<file path="config.mk">
export PLATFORM = sky130hd
export DESIGN_NAME = fsp_top
export DESIGN_NICKNAME = d
export VERILOG_FILES = /design/src/hw/fsp_pkg.sv /design/src/hw/fsp_top.sv
export SDC_FILE = /design/constraint.sdc
export NUM_CORES = 1
export LEC_CHECK = 0
export ABC_AREA = 1
export BUFFER_PORTS_ARGS = -buffer_cell sky130_fd_sc_hd__buf_2
export CAP_MARGIN = 20
export CORE_UTILIZATION = 50
export CTS_CLUSTER_DIAMETER = 50
export CTS_CLUSTER_SIZE = 10
export DETAILED_ROUTE_END_ITERATION = 10
export PLACE_DENSITY = 0.76
export SETUP_SLACK_MARGIN = 0.02
export SLEW_MARGIN = 10
export SYNTH_ARGS = -nofsm -noshare
export SYNTH_HDL_FRONTEND = slang
export SYNTH_SLANG_ARGS = --single-unit
</file>
<file path="constraint.sdc">
create_clock -name clk -period 4.32 [get_ports clk]
set_input_delay 0.864 -clock clk [delete_from_list [all_inputs] [get_ports clk]]
set_output_delay 0.864 -clock clk [all_outputs]
set_load 0.02 [all_outputs]
</file>
<file path="src/hw/fsp_pkg.sv">
package fsp_pkg;

    // ==========================================================
    // Array geometry
    localparam int FLASH_SIZE_KB = 60;
    localparam logic [16:0] FLASH_BASE = 17'h10000 - 17'(FLASH_SIZE_KB * 1024);
    localparam logic [15:0] SECTOR0_BASE = 16'hf000;
    localparam logic [15:0] SECTOR1_BASE = 16'he000;
    localparam int SECTOR_COUNT = (FLASH_SIZE_KB <= 4) ? 1 : ((FLASH_SIZE_KB <= 8) ? 2 : 3);

    // ==========================================================
    // Register byte offsets
    localparam logic [4:0] OFS_CTRL = 5'h00;
    localparam logic [4:0] OFS_ADDR = 5'h04;
    localparam logic [4:0] OFS_WDATA = 5'h08;
    localparam logic [4:0] OFS_RDATA = 5'h0c;
    localparam logic [4:0] OFS_STATUS = 5'h10;
    localparam logic [4:0] OFS_KEY = 5'h14;
    localparam logic [4:0] OFS_OPTION = 5'h18;

    // Status field positions
    localparam int ST_BUSY_BIT = 0;
    localparam int ST_UNLOCK_BIT = 1;
    localparam int ST_PROT_BIT = 2;
    localparam int ST_DENY_BIT = 3;
    localparam int ST_VPP_BIT = 4;
    localparam int ST_RANGE_BIT = 5;
    localparam int ST_MODE_LSB = 8;

    // Unlock sequence, values arbitrary
    localparam logic [7:0] KEY_FIRST = 8'h5a;
    localparam logic [7:0] KEY_SECOND = 8'ha5;

    // Reset values
    localparam logic PROT_RESET = 1'b1;
    localparam logic [15:0] ADDR_RESET = 16'h0000;
    localparam logic [7:0] BYTE_RESET = 8'h00;

    // ==========================================================
    // Types
    typedef enum logic [2:0] {
        OP_NONE = 3'b000,
        OP_PROG = 3'b001,
        OP_ERASE_SECTOR = 3'b010,
        OP_ERASE_ALL = 3'b011,
        OP_READ = 3'b100,
        OP_OPTION = 3'b101
    } fsp_op_t;

    typedef enum logic [1:0] {
        MODE_IAP = 2'b00,
        MODE_ICP = 2'b01,
        MODE_TOOL = 2'b10,
        MODE_ICT = 2'b11
    } fsp_mode_t;

    typedef enum logic [2:0] {
        S_BOOT = 3'b000,
        S_IDLE = 3'b001,
        S_RUN = 3'b010,
        S_UNPROT_ERASE = 3'b011
    } fsp_state_t;

    typedef struct packed {
        logic req;
        fsp_op_t op;
        logic [1:0] sector;
        logic [15:0] addr;
        logic [7:0] wdata;
    } fsp_flash_req_t;

    typedef struct packed {
        logic tool_mode;
        logic in_circuit_programming_mode;
        logic in_circuit_test_mode;
        logic vpp_ok;
    } fsp_pins_t;

endpackage

</file>
<file path="src/hw/fsp_top.sv">
// Design decisions made here: register access over Avalon-MM and the address map.
`timescale 1ns/1ns
`default_nettype none
// Behaviour
// - Whole-array and single-sector erase supported
// - Byte programming, only with programming voltage present
// - Sector erase touches only the addressed sector
// - Tool and in-circuit programming modes alter everything, options too
// - Application mode alters all sectors but zero
// - Sector count follows array size
// - Sectors zero and one fixed 4K at top
// - Protection blocks every external read path
// - Unprotecting erases whole array first
// - Protection held in option byte bit
// - Protection disables low-voltage detector
// - Unlock key required before program or erase
// - Test mode runs patterns from RAM
module fsp_top import fsp_pkg::*; (
    // Clock and reset
    input wire logic clk,
    input wire logic arst_n,
    // Avalon-MM slave
    input wire logic [4:0] avs_address,
    input wire logic avs_read,
    input wire logic avs_write,
    input wire logic [31:0] avs_writedata,
    input wire logic [3:0] avs_byteenable,
    output logic [31:0] avs_readdata,
    output logic avs_waitrequest,
    // Mode and supply pins
    input wire fsp_pins_t pins,
    // Flash array port
    output fsp_flash_req_t flash_req,
    input wire logic flash_done,
    input wire logic [7:0] flash_rdata,
    input wire logic flash_opt_prot,
    // System outputs
    output logic low_voltage_detector_en,
    output logic ext_read_block,
    output logic ram_exec_en
);

    // ==========================================================
    // Functions
    function automatic logic [2:0] sector_of(input logic [15:0] a);
        // {in range, sector}
        if (a >= SECTOR0_BASE) begin
            sector_of = 3'b100;
        end else if (a >= SECTOR1_BASE) begin
            sector_of = (SECTOR_COUNT >= 2) ? 3'b101 : 3'b000;
        end else if ({1'b0, a} >= FLASH_BASE) begin
            sector_of = (SECTOR_COUNT >= 3) ? 3'b110 : 3'b000;
        end else begin
            sector_of = 3'b000;
        end
    endfunction

    function automatic logic [31:0] be_mask(input logic [3:0] be);
        be_mask = {{8{be[3]}}, {8{be[2]}}, {8{be[1]}}, {8{be[0]}}};
    endfunction

    // ==========================================================
    // Pin synchroniser, three stages with agreement filter
    logic [3:0] pin_s1_reg, pin_s2_reg, pin_s3_reg, pin_f_reg;

    always_ff @(posedge clk or negedge arst_n) begin
        if (!arst_n) begin
            pin_s1_reg <= 4'h0;
            pin_s2_reg <= 4'h0;
            pin_s3_reg <= 4'h0;
            pin_f_reg <= 4'h0;
        end else begin
            pin_s1_reg <= pins;
            pin_s2_reg <= pin_s1_reg;
            pin_s3_reg <= pin_s2_reg;
            pin_f_reg <= (pin_s2_reg & pin_s3_reg) | (pin_f_reg & (pin_s2_reg | pin_s3_reg));
        end
    end

    fsp_pins_t pin_f;
    fsp_mode_t mode;
    assign pin_f = pin_f_reg;

    always_comb begin
        if (pin_f.tool_mode) begin
            mode = MODE_TOOL;
        end else if (pin_f.in_circuit_programming_mode) begin
            mode = MODE_ICP;
        end else if (pin_f.in_circuit_test_mode) begin
            mode = MODE_ICT;
        end else begin
            mode = MODE_IAP;
        end
    end

    // ==========================================================
    // Bus slave: one wait state on every access
    logic resp_reg;
    logic [31:0] readdata_reg;
    logic req_any, wr_en;

    assign req_any = avs_read | avs_write;
    assign avs_waitrequest = req_any & ~resp_reg;
    assign wr_en = avs_write & resp_reg;
    assign avs_readdata = readdata_reg;

    always_ff @(posedge clk or negedge arst_n) begin
        if (!arst_n) begin
            resp_reg <= 1'b0;
        end else begin
            resp_reg <= req_any & ~resp_reg;
        end
    end

    // ==========================================================
    // Software registers
    logic [15:0] addr_reg;
    logic [7:0] wdata_reg, rdata_reg;
    logic [2:0] last_cmd_reg;
    logic prot_reg, lvd_req_reg;
    logic key_stage_reg, unlocked_reg;
    logic deny_reg, vpp_err_reg, range_err_reg;
    fsp_state_t state_reg;
    fsp_flash_req_t freq_reg;
    logic [31:0] wmask, merged_addr, merged_wdata;

    assign wmask = be_mask(avs_byteenable);
    assign merged_addr = ({16'h0000, addr_reg} & ~wmask) | (avs_writedata & wmask);
    assign merged_wdata = ({24'h000000, wdata_reg} & ~wmask) | (avs_writedata & wmask);

    always_ff @(posedge clk or negedge arst_n) begin
        if (!arst_n) begin
            addr_reg <= ADDR_RESET;
            wdata_reg <= BYTE_RESET;
        end else if (wr_en && avs_address == OFS_ADDR) begin
            addr_reg <= merged_addr[15:0];
        end else if (wr_en && avs_address == OFS_WDATA) begin
            wdata_reg <= merged_wdata[7:0];
        end
    end

    always_ff @(posedge clk or negedge arst_n) begin
        if (!arst_n) begin
            lvd_req_reg <= 1'b0;
        end else if (wr_en && avs_address == OFS_OPTION && avs_byteenable[0]) begin
            lvd_req_reg <= avs_writedata[1];
        end
    end

    // ==========================================================
    // Command grant decode
    logic cmd_wr, opt_wr, key_wr;
    logic [2:0] cmd;
    logic [2:0] sect;
    logic is_alter, ext_mode, full_rights;
    logic grant, deny_set, vpp_set, range_set;
    logic opt_new, opt_grant;

    assign cmd_wr = wr_en && avs_address == OFS_CTRL && avs_byteenable[0];
    assign opt_wr = wr_en && avs_address == OFS_OPTION && avs_byteenable[0];
    assign key_wr = wr_en && avs_address == OFS_KEY && avs_byteenable[0];
    assign cmd = avs_writedata[2:0];
    assign sect = sector_of(addr_reg);
    assign ext_mode = (mode != MODE_IAP);
    assign full_rights = (mode == MODE_TOOL) || (mode == MODE_ICP);
    assign is_alter = (cmd == OP_PROG) || (cmd == OP_ERASE_SECTOR) || (cmd == OP_ERASE_ALL);
    assign opt_new = avs_writedata[0];

    always_comb begin
        grant = 1'b0;
        vpp_set = 1'b0;
        range_set = 1'b0;
        deny_set = 1'b0;
        if (cmd_wr) begin
            if (state_reg != S_IDLE) begin
                deny_set = 1'b1;
            end else if (cmd == OP_READ) begin
                if (!sect[2]) begin
                    range_set = 1'b1;
                end else if (prot_reg && ext_mode) begin
                    deny_set = 1'b1;
                end else begin
                    grant = 1'b1;
                end
            end else if (!is_alter || !unlocked_reg) begin
                deny_set = 1'b1;
            end else if (mode == MODE_ICT) begin
                deny_set = 1'b1;
            end else if (mode == MODE_IAP && (cmd == OP_ERASE_ALL || sect[1:0] == 2'b00)) begin
                deny_set = 1'b1;
            end else if (cmd != OP_ERASE_ALL && !sect[2]) begin
                range_set = 1'b1;
            end else if (cmd == OP_PROG && !pin_f.vpp_ok) begin
                vpp_set = 1'b1;
            end else begin
                grant = 1'b1;
            end
        end
    end

    always_comb begin
        opt_grant = 1'b0;
        if (opt_wr && opt_new != prot_reg) begin
            opt_grant = full_rights && unlocked_reg && state_reg == S_IDLE
                        && pin_f.vpp_ok;
        end
    end

    // ==========================================================
    // Unlock sequence
    always_ff @(posedge clk or negedge arst_n) begin
        if (!arst_n) begin
            key_stage_reg <= 1'b0;
            unlocked_reg <= 1'b0;
        end else if (cmd_wr || (opt_wr && opt_new != prot_reg)) begin
            // One unlock covers one attempt only
            key_stage_reg <= 1'b0;
            unlocked_reg <= 1'b0;
        end else if (key_wr) begin
            key_stage_reg <= (avs_writedata[7:0] == KEY_FIRST);
            unlocked_reg <= key_stage_reg && (avs_writedata[7:0] == KEY_SECOND);
        end
    end

    // ==========================================================
    // Sticky error flags, set wins over clear
    logic clr_hit;
    logic [31:0] clr_bits;

    assign clr_hit = wr_en && avs_address == OFS_STATUS;
    assign clr_bits = clr_hit ? (avs_writedata & wmask) : 32'h00000000;

    always_ff @(posedge clk or negedge arst_n) begin
        if (!arst_n) begin
            deny_reg <= 1'b0;
            vpp_err_reg <= 1'b0;
            range_err_reg <= 1'b0;
        end else begin
            deny_reg <= (deny_reg & ~clr_bits[ST_DENY_BIT])
                        | deny_set | (opt_wr && opt_new != prot_reg && !opt_grant);
            vpp_err_reg <= (vpp_err_reg & ~clr_bits[ST_VPP_BIT]) | vpp_set;
            range_err_reg <= (range_err_reg & ~clr_bits[ST_RANGE_BIT]) | range_set;
        end
    end

    // ==========================================================
    // Operation sequencer
    always_ff @(posedge clk or negedge arst_n) begin
        if (!arst_n) begin
            state_reg <= S_BOOT;
            freq_reg <= '0;
            prot_reg <= PROT_RESET;
            rdata_reg <= BYTE_RESET;
            last_cmd_reg <= 3'b000;
        end else begin
            unique case (state_reg)
                S_BOOT: begin
                    // Stored option caught after release; protected until then
                    prot_reg <= flash_opt_prot;
                    state_reg <= S_IDLE;
                end
                S_IDLE: begin
                    if (grant) begin
                        last_cmd_reg <= cmd;
                        freq_reg.req <= 1'b1;
                        freq_reg.op <= fsp_op_t'(cmd);
                        freq_reg.sector <= sect[1:0];
                        freq_reg.addr <= addr_reg;
                        freq_reg.wdata <= wdata_reg;
                        state_reg <= S_RUN;
                    end else if (opt_grant && prot_reg && !opt_new) begin
                        // Protection stays on through the wipe
                        last_cmd_reg <= OP_OPTION;
                        freq_reg.req <= 1'b1;
                        freq_reg.op <= OP_ERASE_ALL;
                        freq_reg.sector <= 2'b00;
                        freq_reg.addr <= ADDR_RESET;
                        freq_reg.wdata <= BYTE_RESET;
                        state_reg <= S_UNPROT_ERASE;
                    end else if (opt_grant) begin
                        last_cmd_reg <= OP_OPTION;
                        freq_reg.req <= 1'b1;
                        freq_reg.op <= OP_OPTION;
                        freq_reg.sector <= 2'b00;
                        freq_reg.addr <= ADDR_RESET;
                        freq_reg.wdata <= {7'h00, opt_new};
                        state_reg <= S_RUN;
                    end
                end
                S_UNPROT_ERASE: begin
                    if (flash_done) begin
                        freq_reg.op <= OP_OPTION;
                        freq_reg.wdata <= BYTE_RESET;
                        state_reg <= S_RUN;
                    end
                end
                S_RUN: begin
                    if (flash_done) begin
                        freq_reg.req <= 1'b0;
                        if (freq_reg.op == OP_READ) begin
                            rdata_reg <= flash_rdata;
                        end
                        if (freq_reg.op == OP_OPTION) begin
                            prot_reg <= freq_reg.wdata[0];
                        end
                        state_reg <= S_IDLE;
                    end
                end
                default: begin
                    freq_reg.req <= 1'b0;
                    state_reg <= S_IDLE;
                end
            endcase
        end
    end

    assign flash_req = freq_reg;

    // ==========================================================
    // Read mux
    logic [31:0] status_word;
    logic [31:0] rd_mux;

    always_comb begin
        status_word = 32'h00000000;
        status_word[ST_BUSY_BIT] = (state_reg != S_IDLE);
        status_word[ST_UNLOCK_BIT] = unlocked_reg;
        status_word[ST_PROT_BIT] = prot_reg;
        status_word[ST_DENY_BIT] = deny_reg;
        status_word[ST_VPP_BIT] = vpp_err_reg;
        status_word[ST_RANGE_BIT] = range_err_reg;
        status_word[ST_MODE_LSB +: 2] = mode;
    end

    always_comb begin
        unique case (avs_address)
            OFS_CTRL: rd_mux = {29'h00000000, last_cmd_reg};
            OFS_ADDR: rd_mux = {16'h0000, addr_reg};
            OFS_WDATA: rd_mux = {24'h000000, wdata_reg};
            // Held byte hidden from external tools when protected
            OFS_RDATA: rd_mux = (prot_reg && ext_mode) ? 32'h00000000
                                : {24'h000000, rdata_reg};
            OFS_STATUS: rd_mux = status_word;
            OFS_OPTION: rd_mux = {30'h00000000, lvd_req_reg, prot_reg};
            default: rd_mux = 32'h00000000;
        endcase
    end

    always_ff @(posedge clk or negedge arst_n) begin
        if (!arst_n) begin
            readdata_reg <= 32'h00000000;
        end else if (avs_read && !resp_reg) begin
            readdata_reg <= rd_mux;
        end
    end

    // ==========================================================
    // System outputs
    always_ff @(posedge clk or negedge arst_n) begin
        if (!arst_n) begin
            low_voltage_detector_en <= 1'b0;
            ext_read_block <= 1'b1;
            ram_exec_en <= 1'b0;
        end else begin
            low_voltage_detector_en <= lvd_req_reg & ~prot_reg;
            ext_read_block <= prot_reg & ext_mode;
            ram_exec_en <= (mode == MODE_ICT);
        end
    end

endmodule
`default_nettype wire

</file>
Yosys cells after proc, flatten, opt, wreduce, memory -nomap -nowiden
Index checks and enable logic that the tools add are counted.
- register bits: 127
- input bits: 59
- output and inout port bits: 66
- logic and storage cells: 206
- magnitude comparators: 3
- equality and inequality tests: 27
- mux-type cells: 69
- bitwise operators: 29
- reduce and logical (&&, ||, !) cells: 52
- operators with widths (kind ; number):
    $pmux W32 S6 ; 1
    $mux W30 ; 3
    $mux W1 ; 42
    $mux W3 ; 12
    $and A16 B16 Y16 ; 2
    $ge A16 B16 Y1 const B ; 2
    $logic_and A1 B1 Y1 ; 22
    $ge A16 B13 Y1 const B ; 1
    $mux W8 ; 2
    $not A16 Y16 ; 1
    $or A16 B16 Y16 ; 1
    $pmux W8 S2 ; 1
    $eq A5 B5 Y1 const B ; 3
    $reduce_and A3 Y1 ; 5
    $eq A3 B2 Y1 const B ; 4
    $eq A5 B4 Y1 const B ; 2
    $eq A3 B3 Y1 const B ; 3
    $pmux W3 S3 ; 1
    $and A4 B4 Y4 ; 2
    $and A8 B8 Y8 ; 1
    $eq A8 B7 Y1 const B ; 1
    $eq A8 B8 Y1 const B ; 1
    $or A4 B4 Y4 ; 2
    $or A8 B8 Y8 ; 1
    26 further kinds ; 64

Logic depth before layout (Yosys ltp)
- depth in word-level cells: 15
- mapped depth: 14
- gate-level depth less buffers: 11

Least setup slack after synthesis
Ideal clock, no wire load.
- kind: input-to-reg
- start: input port avs_writedata[0]
- end: register freq_reg, in the netlist flash_req[26]
- library setup time: 0.124 ns
- arrival: 2.170 ns
- required time: 4.196 ns
- slack: 2.026 ns
- cell stages on the path: 13
- buffers on the path: 3
- cells stage by stage: buf_6 inv_4 nand2_2 nor2_2 nand3_1 a21oi_4 nand2_2 buf_6 nand3_4 nand3_4 buf_6 nand2_1 o21ai_2
- word-level cells in the longest chain between the ends: 12
- elaborated cells on any way between the ends: 32
- classes of those cells: 7 x eq/ne; 12 x mux; 13 x reduce/logical
- RTL lines (item ; RTL line ; text):
    from (decl) ; fsp_top.sv:26 ; input wire logic [31:0] avs_writedata,
    $eq A3 B1 Y1 ; fsp_top.sv:166, fsp_top.sv:193 ;
    $logic_and A1 B1 Y1 ; fsp_top.sv:193 ; end else if (cmd == OP_PROG && !pin_f.vpp_ok) begin
    $mux W1 ; fsp_top.sv:193 ;
    $mux W1 ; fsp_top.sv:191 ; end else if (cmd != OP_ERASE_ALL && !sect[2]) begin
    $mux W1 ; fsp_top.sv:189 ; end else if (mode == MODE_IAP && (cmd == OP_ERASE_ALL || sect[1:0] == 2'b00)) begin
    $mux W1 ; fsp_top.sv:187 ; end else if (mode == MODE_ICT) begin
    $mux W1 ; fsp_top.sv:185 ; end else if (!is_alter || !unlocked_reg) begin
    $mux W1 ; fsp_top.sv:177 ; end else if (cmd == OP_READ) begin
    $mux W1 ; fsp_top.sv:175 ; if (state_reg != S_IDLE) begin
    $mux W1 ; fsp_top.sv:174 ; if (cmd_wr) begin
    $ne A4 B3 Y1 (no source line) or $mux W30 (tied branches) ; n/a ;
    $reduce_and A3 Y1 (no source line) or $pmux W3 S2 (tied branches) ; n/a ;
    to (decl) ; fsp_top.sv:124 ; fsp_flash_req_t freq_reg;
Parallel ways exist; a longest one is shown, timed or not.
A chain may end at the register's enable or synchronous reset.

Worst setup path after layout
- start: register state_reg[1]
- end: register freq_reg, in the netlist flash_req[1]
- word-level cells in the longest chain between the ends: 9
- elaborated cells on any way between the ends: 17
- classes of those cells: 5 x eq/ne; 6 x mux; 6 x reduce/logical
- RTL lines (item ; RTL line ; text):
    from (decl) ; fsp_top.sv:123 ; fsp_state_t state_reg;
    from (signal assigned) ; fsp_top.sv:250 ; state_reg <= S_BOOT;
    from (signal assigned) ; fsp_top.sv:260 ; state_reg <= S_IDLE;
    from (signal assigned) ; fsp_top.sv:270 ; state_reg <= S_RUN;
    $eq A3 B1 Y1 ; fsp_top.sv:204, fsp_top.sv:256 ;
    $logic_and A1 B1 Y1 ; fsp_top.sv:204 ; opt_grant = full_rights && unlocked_reg && state_reg == S_IDLE
    $logic_and A1 B1 Y1 ; fsp_top.sv:205 ; && pin_f.vpp_ok;
    $mux W1 ; fsp_top.sv:203 ; if (opt_wr && opt_new != prot_reg) begin
    $logic_and A1 B1 Y1 (2 in series) ; fsp_top.sv:271 ; end else if (opt_grant && prot_reg && !opt_new) begin
    $mux W30 ; fsp_top.sv:271 ;
    $mux W30 ; fsp_top.sv:263 ; if (grant) begin
    $pmux W8 S2 ; fsp_top.sv:256 ; unique case (state_reg)
Parallel ways exist; a longest one is shown, timed or not.

==> impl_metrics.yaml <==
synthesis:
  synthCells: 536
  avgSynthCellArea_um2: 9.11
  ys_seq_area_frac: 0.564
  synth.top_cell.area_share: 0.553
  synth_cell_types: 41
  synthTopCellsByArea: "dfrtp_1 (55%), nand2_1 (6.5%), o21ai_0 (5.5%), inv_1 (5.3%), nand3_1 (4.2%)"
  ys_warn_count: 0
  synth.largest_area_cell: "dfrtp_1"
  synth-seq-cells: 110
  syn_area_mm2: 0.00488
global_route:
  grt_max_degree: 74
  grt_pass1_wl_um: 18300
  track_usage: 0.238
  antenna_found_initial: 0
  grt_pass1_vias: 3754
  gr-total-overflow: 0
setup_path:
  worstSetupEndpoint: "flash_req[1]"
  critical_path.startpoint_type: "register"
  cp.required_ns: 4.57
  reg2reg_depth: 9
  rrSetupSlack_ns: 1.54
  crit_path_top_delay_cell: "nand2_1"
  path_buf_inv: 2
  cpLargestDelayFamily: "simple AND/OR/NAND/NOR gates"
  critPathMaxFanout: 20
  end_kind: "register"
  max_stage_delay_ns: 0.54
  r2r_start: "state_reg[1]"
  criticalPathCategory: "reg -> reg"
  worst-endpoint-arrival_ns: 3.03
  worst-path-stages: 9
  cp-startpoint: "state_reg[1]"
  reg2reg_to: "flash_req[1]"
  crit_chain: "inv_1, ha_1, inv_1, nor3_1, nand2_1, nand3_4, nand3_4, nand2_1, o21ai_0"
floorplan:
  ios: 125
  die_h_um: 101
  fp.coreArea_mm2: 0.00937
  start_util: 0.521
  rows: 35
  fp.dieW_um: 101
  die_area_mm2: 0.0102
clock_tree:
  cts_root_buf: "clkbuf_8"
  clock_path_buffers: 2
  cts_setup_buffers: 0
  cts.sinks: 110
  numCtsBuffers: 9
  cts_resized: 0
  insertion_delay_ns: 0.37
  holdBufCountCts: 0
  cts_tree: "built"
  htree_levels: 3
  clk_pin_slew_ns: 0.10
detailed_routing:
  firstDrtPassIters: 5
  drcViolationCount: 0
  routed_wl_um: 11200
  via_per_inst: 5.18
  vias: 3912
  drtIter0Drc: 230
  antenna_left: 0
  wl_per_cell_um: 14.9
sta:
  min_period_over_period: 0.644
  hold_ws_ns: 0.356
  tightest_slew_ns: 0.909
  timing.setup.tns_ns: 0
  fmax_ghz: 0.360
  rsz0062_at_grt: "no"
  setup_viol: 0
  slew_headroom: 0.394
  drv_slew: 0
  period_needed_ns: 2.78
  fin_skew_ns: 0.0119
  finalHoldViolations: 0
cells_and_area:
  drive_gt1_frac: 0.209
  antennaDiodeCount: 0
  fillers: 882
  final_common_cell: "dfrtp_1"
  final_nets: 684
  area_delta_synth_final_pct: 13.9
  final_cell_mix: "dfrtp_1 (108), buf_2 (89), nand2_1 (84)"
power_and_ir_drop:
  total_power_w: 0.00236
  pwr_density_cell_mw_per_mm2: 424
  irDropWorstVdd_mv: 0.271
  leakagePower_nw: 2.87
placement:
  hpwl_um: 8410
  routabilityCongestion: 0.957
  io_buffers: 90
hold_path:
  hold_path_class: "reg -> reg"
job:
  cap_violations: 0
status:
  status: "finished, final reports clean"
[cell usage after synthesis]
library cell  instances
o22ai_1              11
o31ai_1               7
inv_1                69
nand2_1              84
nand3_2               1
clkinv_1              1
a21oi_4               1
conb_1                1
o21ai_0              54
dfrtp_1             108
nor2_2                3
nor3_1               10
dfstp_2               2
xnor2_1               1
ha_1                  4
nand3b_1              1
nand2_2               4
or2_2                 2
o311ai_0              1
a32o_1                1
buf_1                 1
o21ai_1               7
inv_2                 2
clkbuf_1              9
o211ai_1              1
a21oi_2               1
maj3_1                4
nand3_4               2
inv_4                 1
nor2_1               39
o21ai_2               2
a21oi_1              23
buf_2                 4
nor4_1                2
nand3_1              41
nor2_4                2
nand4_1               5
buf_4                16
buf_6                 3
a31oi_1               1
a211oi_1              4
[metrics by stage]
step                      worst slack, ns  utilization  cell area [um^2]  std cells
final                                1.54        0.594              5570        755
after detailed placement             1.25        0.572              5360        739
after floorplan                      2.03            -              4940        551
after CTS                            1.58        0.594              5570        755
after global routing                 1.32        0.594              5570        755
after global placement               1.33        0.572              5360        739
[per-layer routing]
metal | GRT usage | part of all wire | up-vias
li1 | - | - | 1895
met1 | 0.334 | 0.44 | 1849
met2 | 0.368 | 0.47 | 144
met3 | 0.0354 | 0.060 | 24
met4 | 0.107 | 0.025 | 0
met5 | 0 | 0 | -
[power by group]
group | switching, W | internal, W | total, W | leakage [nW]
Combinational | 0.000334 | 0.000161 | 0.000495 | 1.36
Sequential | 0.0000748 | 0.00114 | 0.00122 | 1.40
Clock | 0.000354 | 0.000290 | 0.000643 | 0.109
Total | 0.000763 | 0.00159 | 0.00236 | 2.87
[worst min-delay path by stage]
stage	from	endpoint	slack, ns	cells after the start
2_1_floorplan	pin_s1_reg[0]	pin_s2_reg[0]	0.33	0
3_3_place_gp	pin_s1_reg[2]	pin_s2_reg[2]	0.33	0
3_5_place_dp	pin_s1_reg[3]	pin_s2_reg[3]	0.33	0
4_1_cts	pin_s1_reg[3]	pin_s2_reg[3]	0.36	0
5_1_grt	pin_s1_reg[3]	pin_s2_reg[3]	0.37	0
6_report	pin_s1_reg[3]	pin_s2_reg[3]	0.36	0
[cells by family after synthesis]
| family | after synthesis | synth area share |
|---|---|---|
| compound gates | 114 | 0.132 |
| xor+xnor | 1 | 0.00179 |
| fa+ha+maj | 8 | 0.0184 |
| buf+inv | 106 | 0.0999 |
| flops | 110 | 0.564 |
| other cells | 1 | 0.000768 |
| simple gates | 196 | 0.183 |
[final cells by class]
cell class / instances / area (um^2) / share of cell area
multi-input cells: 335 / 1700 / 0.305
repair buffers: 92 / 468 / 0.0841
flip-flops and latches: 110 / 2760 / 0.495
clock buffers: 10 / 138 / 0.0247
well taps: 129 / 161 / 0.0290
inverters: 73 / 277 / 0.0497
clock inverters: 6 / 68.8 / 0.0124
No activity file was read; power rests on OpenSTA's default activity.
